<file path="config.mk">
export PLATFORM = sky130hd
export DESIGN_NAME = par_dev_flat
export DESIGN_NICKNAME = d
export VERILOG_FILES = /design/src/par_pkg.sv /design/src/par_bus_if.sv /design/src/par_dev.sv /design/src/flat_wrapper.sv
export SDC_FILE = /design/constraint.sdc
export NUM_CORES = 1
export LEC_CHECK = 0
export BUFFER_PORTS_ARGS = -buffer_cell sky130_fd_sc_hd__clkbuf_2
export CORE_MARGIN = 1.5
export CORE_UTILIZATION = 45
export CTS_CLUSTER_DIAMETER = 150
export CTS_CLUSTER_SIZE = 40
export DETAILED_ROUTE_END_ITERATION = 8
export PLACE_DENSITY = 0.69
export RECOVER_POWER = 25
export SETUP_SLACK_MARGIN = 0.4
export SLEW_MARGIN = 5
export SYNTH_ARGS = -nofsm -noshare
export SYNTH_HDL_FRONTEND = slang
export SYNTH_SLANG_ARGS = --single-unit
</file>
<file path="constraint.sdc">
create_clock -name clk_i -period 6.6 [get_ports clk_i]
set_clock_uncertainty 0.2 [all_clocks]
set_input_delay 1.32 -clock clk_i [delete_from_list [all_inputs] [get_ports clk_i]]
set_output_delay 1.32 -clock clk_i [all_outputs]
set_load 0.03 [all_outputs]
</file>
<file path="src/par_pkg.sv">
// shared constants, types and helper functions of the parallel converter readout
package par_pkg;
  localparam int          NUM_CH         = 6;
  localparam int          NUM_PAIRS      = 3;
  localparam int          FIFO_DEPTH     = 6;
  localparam int          RES_W          = 12;
  localparam int          WORD_W         = 16;
  localparam int          CONV_CYCLES    = 16;
  localparam int          VALID_BIT      = 15;
  localparam int          TAG_MSB        = 14;
  localparam int          TAG_LSB        = 12;
  localparam int          RES_MSB        = 11;
  localparam logic [2:0]  SEL_RESET      = 3'h0;
  localparam logic [2:0]  SEL_CYCLE      = 3'h6;
  localparam logic [2:0]  SEL_FIFO       = 3'h7;
  localparam int          CLK_PERIOD_NS  = 8;
  localparam int          ADDR_SETUP_NS  = 10;
  localparam int          RD_LOW_NS      = 30;
  localparam int          RD_HIGH_NS     = 30;
  localparam int          ADDR_SETUP_CYC = (ADDR_SETUP_NS + CLK_PERIOD_NS - 1) / CLK_PERIOD_NS;
  localparam int          RD_LOW_CYC     = (RD_LOW_NS + CLK_PERIOD_NS - 1) / CLK_PERIOD_NS;
  localparam int          RD_HIGH_CYC    = (RD_HIGH_NS + CLK_PERIOD_NS - 1) / CLK_PERIOD_NS;
  localparam int          DEV_LATENCY    = 1;

  typedef enum logic [1:0] {
    H_IDLE,
    H_SETUP,
    H_LOW,
    H_HIGH
  } par_host_state_t;

  // channel tag from pair index and first/second input
  function automatic logic [2:0] par_tag(input logic [1:0] pair, input logic second);
    par_tag = {pair, second};
  endfunction : par_tag

  // full output word: valid flag, channel tag, result
  function automatic logic [15:0] par_word(input logic [2:0] tag, input logic [11:0] res);
    par_word = {1'b1, tag, res};
  endfunction : par_word

  // byte mode lane: low byte first, then high byte, both on lines 7..0
  function automatic logic [15:0] par_lane(input logic [15:0] w, input logic byte_mode,
                                           input logic hi);
    if (!byte_mode) begin
      par_lane = w;
    end else if (hi) begin
      par_lane = {8'h00, w[15:8]};
    end else begin
      par_lane = {8'h00, w[7:0]};
    end
  endfunction : par_lane
endpackage : par_pkg

</file>
<file path="src/par_bus_if.sv">
// parallel readout bus between converter and host
interface par_bus_if;
  logic        cs_n;
  logic        rd_n;
  logic        byte_sel;
  logic [2:0]  sel_code;
  logic [15:0] data;
  logic        data_oe_n;

  modport dev (
    input  cs_n,
    input  rd_n,
    input  byte_sel,
    input  sel_code,
    output data,
    output data_oe_n
  );

  modport host (
    output cs_n,
    output rd_n,
    output byte_sel,
    output sel_code,
    input  data,
    input  data_oe_n
  );
endinterface : par_bus_if

</file>
<file path="src/par_dev.sv">
// converter end: conversion scheduling, result store and parallel readout
module par_dev #(
  parameter int CONV_CYCLES = par_pkg::CONV_CYCLES,
  parameter int FIFO_DEPTH  = par_pkg::FIFO_DEPTH
) (
  input  wire logic        clk_i,
  input  wire logic        reset_i,
  par_bus_if.dev           bus,
  input  wire logic        pair_a_sample_trigger_n_i,
  input  wire logic        pair_b_sample_trigger_n_i,
  input  wire logic        pair_c_sample_trigger_n_i,
  input  wire logic [71:0] sample_data_i,
  output logic             conv_busy_o
);
  localparam int CW = $clog2(CONV_CYCLES);
  localparam int FW = $clog2(FIFO_DEPTH + 1);

  if (CONV_CYCLES < 2 || FIFO_DEPTH != par_pkg::FIFO_DEPTH) begin : g_bad
    $error("par_dev: unsupported parameter values");
  end

  logic [2:0]    trig_q_r;
  logic [2:0]    held_r;
  logic [2:0]    trig_now;
  logic [2:0]    fall;
  logic [1:0]    q_r [3];
  logic [1:0]    q_nxt [3];
  logic [1:0]    qcnt_r;
  logic [1:0]    qcnt_nxt;
  logic          start;
  logic          busy_r;
  logic [1:0]    cur_pair_r;
  logic [CW-1:0] cyc_r;
  logic          done;
  logic [11:0]   hold_r [par_pkg::NUM_CH];
  logic          pend_v_r;
  logic [1:0]    pend_pair_r;
  logic          commit;
  logic [15:0]   res_r [par_pkg::NUM_CH];
  logic [15:0]   fifo_r [FIFO_DEPTH];
  logic [FW-1:0] fcnt_r;
  logic [2:0]    mode_r;
  logic [2:0]    rr_r;
  logic          byte_r;
  logic          byte_hi_r;
  logic          rd_act;
  logic          rd_act_q_r;
  logic          read_end;
  logic          word_adv;
  logic [15:0]   word_cur;
  logic [15:0]   data_r;
  logic          oe_n_r;

  assign trig_now = {pair_c_sample_trigger_n_i, pair_b_sample_trigger_n_i,
                     pair_a_sample_trigger_n_i};
  assign fall     = trig_q_r & ~trig_now & ~held_r;
  assign start    = !busy_r && (qcnt_r != 2'h0);
  assign done     = busy_r && (cyc_r == CW'(CONV_CYCLES - 1));
  assign rd_act   = !bus.cs_n && !bus.rd_n;
  assign read_end = rd_act_q_r && !rd_act;
  assign word_adv = !byte_r || byte_hi_r;
  assign commit   = pend_v_r && !rd_act && !read_end;

  // trigger edge registration
  always_ff @(posedge clk_i) begin
    if (reset_i) begin
      trig_q_r <= 3'h7;
    end else begin
      trig_q_r <= trig_now;
    end
  end

  // held pairs and their sampled inputs
  always_ff @(posedge clk_i) begin
    if (reset_i) begin
      held_r <= 3'h0;
      for (int i = 0; i < par_pkg::NUM_CH; i++) begin
        hold_r[i] <= 12'h000;
      end
    end else begin
      for (int p = 0; p < par_pkg::NUM_PAIRS; p++) begin
        if (fall[p]) begin
          held_r[p]       <= 1'b1;
          hold_r[2*p]     <= sample_data_i[24*p +: 12];
          hold_r[2*p + 1] <= sample_data_i[24*p + 12 +: 12];
        end else if (done && cur_pair_r == 2'(p)) begin
          held_r[p] <= 1'b0;
        end
      end
    end
  end

  // conversion queue next state: pop head, then append in A, B, C order
  always_comb begin
    int n;
    n     = int'(qcnt_r);
    q_nxt = q_r;
    if (start) begin
      q_nxt[0] = q_r[1];
      q_nxt[1] = q_r[2];
      n        = n - 1;
    end
    for (int p = 0; p < par_pkg::NUM_PAIRS; p++) begin
      if (fall[p] && n < 3) begin
        q_nxt[n] = 2'(p);
        n        = n + 1;
      end
    end
    qcnt_nxt = 2'(n);
  end

  always_ff @(posedge clk_i) begin
    if (reset_i) begin
      qcnt_r <= 2'h0;
      for (int i = 0; i < 3; i++) begin
        q_r[i] <= 2'h0;
      end
    end else begin
      qcnt_r <= qcnt_nxt;
      q_r    <= q_nxt;
    end
  end

  // converter
  always_ff @(posedge clk_i) begin
    if (reset_i) begin
      busy_r     <= 1'b0;
      cur_pair_r <= 2'h0;
      cyc_r      <= '0;
    end else if (start) begin
      busy_r     <= 1'b1;
      cur_pair_r <= q_r[0];
      cyc_r      <= '0;
    end else if (done) begin
      busy_r <= 1'b0;
    end else if (busy_r) begin
      cyc_r <= cyc_r + CW'(1);
    end
  end

  // finished pair waits here while a read strobe is low
  always_ff @(posedge clk_i) begin
    if (reset_i) begin
      pend_v_r    <= 1'b0;
      pend_pair_r <= 2'h0;
    end else if (done) begin
      pend_v_r    <= 1'b1;
      pend_pair_r <= cur_pair_r;
    end else if (commit) begin
      pend_v_r <= 1'b0;
    end
  end

  // per-input output registers
  always_ff @(posedge clk_i) begin
    if (reset_i) begin
      for (int i = 0; i < par_pkg::NUM_CH; i++) begin
        res_r[i] <= 16'h0000;
      end
    end else if (commit) begin
      for (int s = 0; s < 2; s++) begin
        res_r[2*pend_pair_r + s] <= par_pkg::par_word(par_pkg::par_tag(pend_pair_r, s[0]),
                                                      hold_r[2*pend_pair_r + s]);
      end
    end
  end

  // drain store: append above held entries, shift down on read
  always_ff @(posedge clk_i) begin
    if (reset_i) begin
      fcnt_r <= '0;
      for (int i = 0; i < FIFO_DEPTH; i++) begin
        fifo_r[i] <= 16'h0000;
      end
    end else if (commit && mode_r == par_pkg::SEL_FIFO) begin
      for (int s = 0; s < 2; s++) begin
        if (int'(fcnt_r) + s < FIFO_DEPTH) begin
          fifo_r[int'(fcnt_r) + s] <= par_pkg::par_word(par_pkg::par_tag(pend_pair_r, s[0]),
                                                        hold_r[2*pend_pair_r + s]);
        end
      end
      fcnt_r <= (int'(fcnt_r) + 2 > FIFO_DEPTH) ? FW'(FIFO_DEPTH) : fcnt_r + FW'(2);
    end else if (read_end && word_adv && mode_r == par_pkg::SEL_FIFO && fcnt_r != '0) begin
      for (int i = 0; i < FIFO_DEPTH - 1; i++) begin
        fifo_r[i] <= fifo_r[i + 1];
      end
      fifo_r[FIFO_DEPTH - 1] <= 16'h0000;
      fcnt_r                 <= fcnt_r - FW'(1);
    end
  end

  // select code and byte mode latched only while strobe and select are low
  always_ff @(posedge clk_i) begin
    if (reset_i) begin
      mode_r <= par_pkg::SEL_RESET;
      byte_r <= 1'b0;
    end else if (rd_act) begin
      mode_r <= bus.sel_code;
      byte_r <= bus.byte_sel;
    end
  end

  // read position: byte phase and round-robin pointer
  always_ff @(posedge clk_i) begin
    if (reset_i) begin
      rd_act_q_r <= 1'b0;
      byte_hi_r  <= 1'b0;
      rr_r       <= 3'h0;
    end else begin
      rd_act_q_r <= rd_act;
      if (read_end) begin
        byte_hi_r <= byte_r && !byte_hi_r;
        if (word_adv && mode_r == par_pkg::SEL_CYCLE) begin
          rr_r <= (rr_r == 3'(par_pkg::NUM_CH - 1)) ? 3'h0 : rr_r + 3'h1;
        end
      end
    end
  end

  // word chosen by the current select code
  always_comb begin
    unique case (bus.sel_code)
      par_pkg::SEL_CYCLE: word_cur = res_r[rr_r];
      par_pkg::SEL_FIFO:  word_cur = (fcnt_r != '0) ? fifo_r[0] : 16'h0000;
      default:            word_cur = res_r[bus.sel_code];
    endcase
  end

  // registered bus drive
  always_ff @(posedge clk_i) begin
    if (reset_i) begin
      data_r <= 16'h0000;
      oe_n_r <= 1'b1;
    end else begin
      oe_n_r <= !rd_act;
      data_r <= rd_act ? par_pkg::par_lane(word_cur, bus.byte_sel, byte_hi_r) : 16'h0000;
    end
  end

  assign bus.data      = data_r;
  assign bus.data_oe_n = oe_n_r;
  assign conv_busy_o   = busy_r;
endmodule : par_dev

</file>
<file path="src/flat_wrapper.sv">
// flat-port wrapper written by rule: the top's interface ports become plain ports
module par_dev_flat 
#(
  parameter int CONV_CYCLES = par_pkg::CONV_CYCLES,
  parameter int FIFO_DEPTH  = par_pkg::FIFO_DEPTH
)
  (clk_i, reset_i, pair_a_sample_trigger_n_i, pair_b_sample_trigger_n_i, pair_c_sample_trigger_n_i, sample_data_i, conv_busy_o, bus_cs_n, bus_rd_n, bus_byte_sel, bus_sel_code, bus_data, bus_data_oe_n);
  par_bus_if bus_i ();
  input  wire logic clk_i;
  input  wire logic reset_i;
  input  wire logic pair_a_sample_trigger_n_i;
  input  wire logic pair_b_sample_trigger_n_i;
  input  wire logic pair_c_sample_trigger_n_i;
  input  wire logic [71:0] sample_data_i;
  output logic conv_busy_o;
  input wire logic [$bits(bus_i.cs_n)-1:0] bus_cs_n;
  input wire logic [$bits(bus_i.rd_n)-1:0] bus_rd_n;
  input wire logic [$bits(bus_i.byte_sel)-1:0] bus_byte_sel;
  input wire logic [$bits(bus_i.sel_code)-1:0] bus_sel_code;
  output wire logic [$bits(bus_i.data)-1:0] bus_data;
  output wire logic [$bits(bus_i.data_oe_n)-1:0] bus_data_oe_n;
  assign bus_i.cs_n = bus_cs_n;
  assign bus_i.rd_n = bus_rd_n;
  assign bus_i.byte_sel = bus_byte_sel;
  assign bus_i.sel_code = bus_sel_code;
  assign bus_data = bus_i.data;
  assign bus_data_oe_n = bus_i.data_oe_n;
  par_dev #(.CONV_CYCLES(CONV_CYCLES), .FIFO_DEPTH(FIFO_DEPTH)) u_core (.clk_i(clk_i), .reset_i(reset_i), .bus(bus_i), .pair_a_sample_trigger_n_i(pair_a_sample_trigger_n_i), .pair_b_sample_trigger_n_i(pair_b_sample_trigger_n_i), .pair_c_sample_trigger_n_i(pair_c_sample_trigger_n_i), .sample_data_i(sample_data_i), .conv_busy_o(conv_busy_o));
endmodule
</file>
==> flow_results.org <==
** Run status
- Status :: complete, but fails checks
- Failing checks :: max-capacitance violations, max-slew violations

** Placement
- Number of buffer cells added on primary ports :: 100
- Final weighted congestion of routability-driven global placement :: 0.834
- After legalization and detailed placement, the total HPWL measured 25.5 mm.
- Post-Place Setup Slack :: 1.05 ns

** Power and ir drop
- LEAKAGE :: 0.00632 uW
- Power density relative to cell area :: 249 mW/mm2
- Peak VDD IR :: 222 uV

** Global route
- GR Util met3 :: 2.74%
- Met1 layer usage reported by global route :: 27.4%
- Number of antenna violations at the first check in global routing :: 0
- Entering global routing, the biggest net connects 71 pins.
- For met2 alone, demand over resource in global routing was 33.6%.
- Wire length of the first global-routing pass :: 57.6 mm
- The global routing stage identified its most utilized layer as met2.
- The total overflow left after global routing is 0.
- Across every metal layer, demand over resource in global routing totals 20.0%.
- The number of global-route vias before repair is 10500.

** STA
- For this run, the top clock speed supported by timing is 179 MHz.
- The number of max-slew violations in the final report came to 77.
- Final Hold Vio Count :: 0
- Final setup violation count :: 0
- Min setup slack post-route :: 1.03 ns
- Final worst path period share :: 84.4%
- For the final routed database, the setup TNS stands at 0 ns.
- Counting I/O delays and the setup requirement, the final critical path takes 5.57 ns.
- Worst max-slew margin expressed relative to the limit :: -20.1%
- Setup repair after global routing left no endpoint under its margin.
- For the pin with the worst max-slew slack, the measured transition is 1.80 ns.

** Worst setup path
- The critical path is of the reg2reg type.
- Cell breakdown of the critical path :: inv_1, ha_1, nor3b_1, inv_1, ha_1, or4b_1, xnor2_1, inv_1, ha_1, a221oi_1, mux2i_1, ha_1, nor4_4, or3_1, a21oi_1
- Counting stages on the worst path, the most repeated cell is sky130_fd_sc_hd__ha_1.
- Peak fanout along the critical path :: 10
- For the worst setup path, the data required time is 6.76 ns.
- Library cell contributing the largest single delay on the critical path :: sky130_fd_sc_hd__nor3b_1
- Data on the critical path arrives at its endpoint at 5.73 ns.
- For this run, the slowest stage of the critical path takes 0.81 ns.
- The worst setup path is captured at a register.
- STA classifies the critical path startpoint as a register.

** Finish
- Area added between synthesis and finish :: 7.65%
- The library cell used most frequently in the layout, excluding fill and tap cells, is sky130_fd_sc_hd__edfxtp_1.
- After the last flow step, the layout net total stands at 1438.
- Top library cells by usage in the layout, fill and taps aside :: 272 x sky130_fd_sc_hd__edfxtp_1, 156 x sky130_fd_sc_hd__nor2_1, 132 x sky130_fd_sc_hd__nand2_1, 79 x sky130_fd_sc_hd__clkbuf_2, 77 x sky130_fd_sc_hd__dfxtp_1
- For this run, the share of the core covered by cells in the final layout is 49.4%.
- After filler insertion, the fill cell instance count of the layout stands at 3116.
- Share of cells above drive strength 1 :: 12.6%
- The number of antenna diodes in the final layout is 0.

** Die
- The floorplan step set the die height to 191 um.
- Std-Cell Rows :: 68
- Chip Width :: 191 um
- For this design the top-level I/O count stands at 101.
- The initial utilization of the core area, before any placement, comes to 45.9%.
- Core footprint :: 0.0347 mm2
- The die covers 0.0365 mm2.

** Synthesis
- The synthesized design contains 350 register bits.
- Synthesis produced 1283 cells.
- Yosys Warn Count :: 0
- Of all flip-flops after synthesis, the portion carrying an async set or reset was 0%.
- By area the synthesized netlist is led by sky130_fd_sc_hd__edfxtp_1 51%, sky130_fd_sc_hd__dfxtp_1 9.8%, sky130_fd_sc_hd__mux4_2 6.5%, sky130_fd_sc_hd__mux2i_1 4.4%, sky130_fd_sc_hd__nor2_1 3.7%.
- Sequential elements use 61.1% of the synthesized area.
- In this run, synthesis inferred 272 flip-flops with an integrated enable.
- Summing every instance area after synthesis gives 0.0159 mm2.
- Summed over all instances, the cell type with the most area after synthesis is sky130_fd_sc_hd__edfxtp_1.
- After synthesis, the largest area contributor takes up 51.3% of total cell area.
- Avg Inst Size Synth :: 12.4 um2
- Main flop type after synthesis :: sky130_fd_sc_hd__edfxtp_1
- The number of different library cells used by synthesis comes to 56.

** Drt
- The detailed router placed 10500 vias in this run.
- After detailed routing, the number of vias per cell comes to 5.87.
- In the final routed layout, each cell accounts on average for 20.4 um.
- Number of nets with antenna violations after detailed routing :: 0
- Drt initial violations :: 917
- Number of optimization iterations in the first detailed-route pass :: 5
- DRT Wirelength :: 36.6 mm
- Number of remaining DRC errors :: 0

** CTS
- Buffer count from post-CTS setup fixing :: 0
- Clock Tree Buf Depth :: 3
- In this run the number of H-tree levels came out at 1.
- Total CTS buffers :: 12
- In this run the clock root is driven by a sky130_fd_sc_hd__clkbuf_16.
- Hold repair after CTS inserted 0 buffers.
- Clock tree from TritonCTS :: yes
- Post-cts gate resize count :: 0
- CTS sink count :: 350
- Worst-path clk slew :: 0.14 ns
- Clock latency on the worst-skew pair, taken at its later pin, is 0.51 ns.

** Min path
- Worst min path class :: reg2reg

** Run
- Max Cap Violations :: 3
state kept, by name, summed over array words and instances (netlist names), 4 cells and up, named ones only:
name and flops:
u_core.res_r 124, u_core.fifo_r 96, u_core.hold_r 72, u_core.bus.data 16, u_core.q_r 6, u_core.cyc_r 4
power breakdown:
part           switching [uW]  leakage (uW)  internal [uW]  total, uW
sequential               51.9       0.00341           2470       2530
combinational             466       0.00273            265        731
clock                     642      0.000172            375       1020
area by class of cell:
class / instances / area [um2] / share of cell area (%)
sequential: 350 / 9730 / 56.8
multi-input combinational: 822 / 5790 / 33.8
timing repair buffer: 115 / 572 / 3.34
tap: 455 / 569 / 3.32
clock buffer: 18 / 344 / 2.01
inverter: 32 / 120 / 0.701
clock inverter: 1 / 11.3 / 0.0657
metrics by stage:
stage               instance area (um2)  cells  total power, uW  hold WS (ns)
global placement                  16800   1774             3280         0.225
floorplan                         15900   1290             3090         0.212
finish                            17100   1793             4270         0.274
detailed placement                16800   1774             3310         0.247
global route                      17100   1793             4450         0.290
CTS                               17200   1793             4290         0.269
kinds of logic after synthesis:
logic type	count (synthesis)	synth area share, %
simple gates	441	12.9
flops	350	61.1
compound gates	228	10.1
buf+inv	118	2.83
mux	116	10.9
fa+ha+maj	22	1.73
xor+xnor	7	0.385
other cells	1	0.0236
cells in the mapped netlist (5+ instances only):
library cell,instances
sky130_fd_sc_hd__mux4_2,46
sky130_fd_sc_hd__or3_1,6
sky130_fd_sc_hd__o22ai_1,13
sky130_fd_sc_hd__clkbuf_1,65
sky130_fd_sc_hd__nand2b_1,7
sky130_fd_sc_hd__or2_2,7
sky130_fd_sc_hd__a21oi_1,55
sky130_fd_sc_hd__ha_1,22
sky130_fd_sc_hd__edfxtp_1,272
sky130_fd_sc_hd__o211ai_1,5
sky130_fd_sc_hd__inv_1,32
sky130_fd_sc_hd__dfxtp_1,78
sky130_fd_sc_hd__nand2_1,132
sky130_fd_sc_hd__and3_1,51
sky130_fd_sc_hd__xnor2_1,6
sky130_fd_sc_hd__nor3_1,7
sky130_fd_sc_hd__buf_1,15
sky130_fd_sc_hd__a211oi_1,9
sky130_fd_sc_hd__o221ai_1,60
sky130_fd_sc_hd__mux2i_1,70
sky130_fd_sc_hd__a21o_1,8
sky130_fd_sc_hd__buf_2,6
sky130_fd_sc_hd__a22o_1,11
sky130_fd_sc_hd__nor2_1,157
sky130_fd_sc_hd__and2_1,31
sky130_fd_sc_hd__a221oi_1,12
sky130_fd_sc_hd__o21ai_0,35
sky130_fd_sc_hd__nand3_1,21
worst max-delay path: cells and delay by family (launching register included):
family                   cells  cell delay (ns)
XOR/XNOR                     1             0.42
adder cells (fa/ha/maj)      4             1.09
AND/OR/NAND/NOR              4             2.14
buffers and inverters        3             0.43
multiplexers                 1             0.24
flip-flops                   1             0.39
AO/OA/AOI/OAI                2             0.52
layer usage:
metal	wire length (um)	vias up
li1	-	4894
met1	15800	5153
met2	17300	435
met3	2730	47
met4	726	0
met5	0	-
path summary, 6_finish.rpt:
path / startpoint / to / slack (ns) / depth (start not counted)
hold reg to reg: u_core.fifo_r[5][12] / u_core.fifo_r[5][12] / 0.27 / 2
hold / removal: u_core.fifo_r[5][12] / u_core.fifo_r[5][12] / 0.27 / 2
setup reg to reg: u_core.qcnt_r[0] / u_core.qcnt_r[0] / 1.03 / 15
setup / recovery: u_core.qcnt_r[0] / u_core.qcnt_r[0] / 1.03 / 15
(Power assumes the default switching activity.)
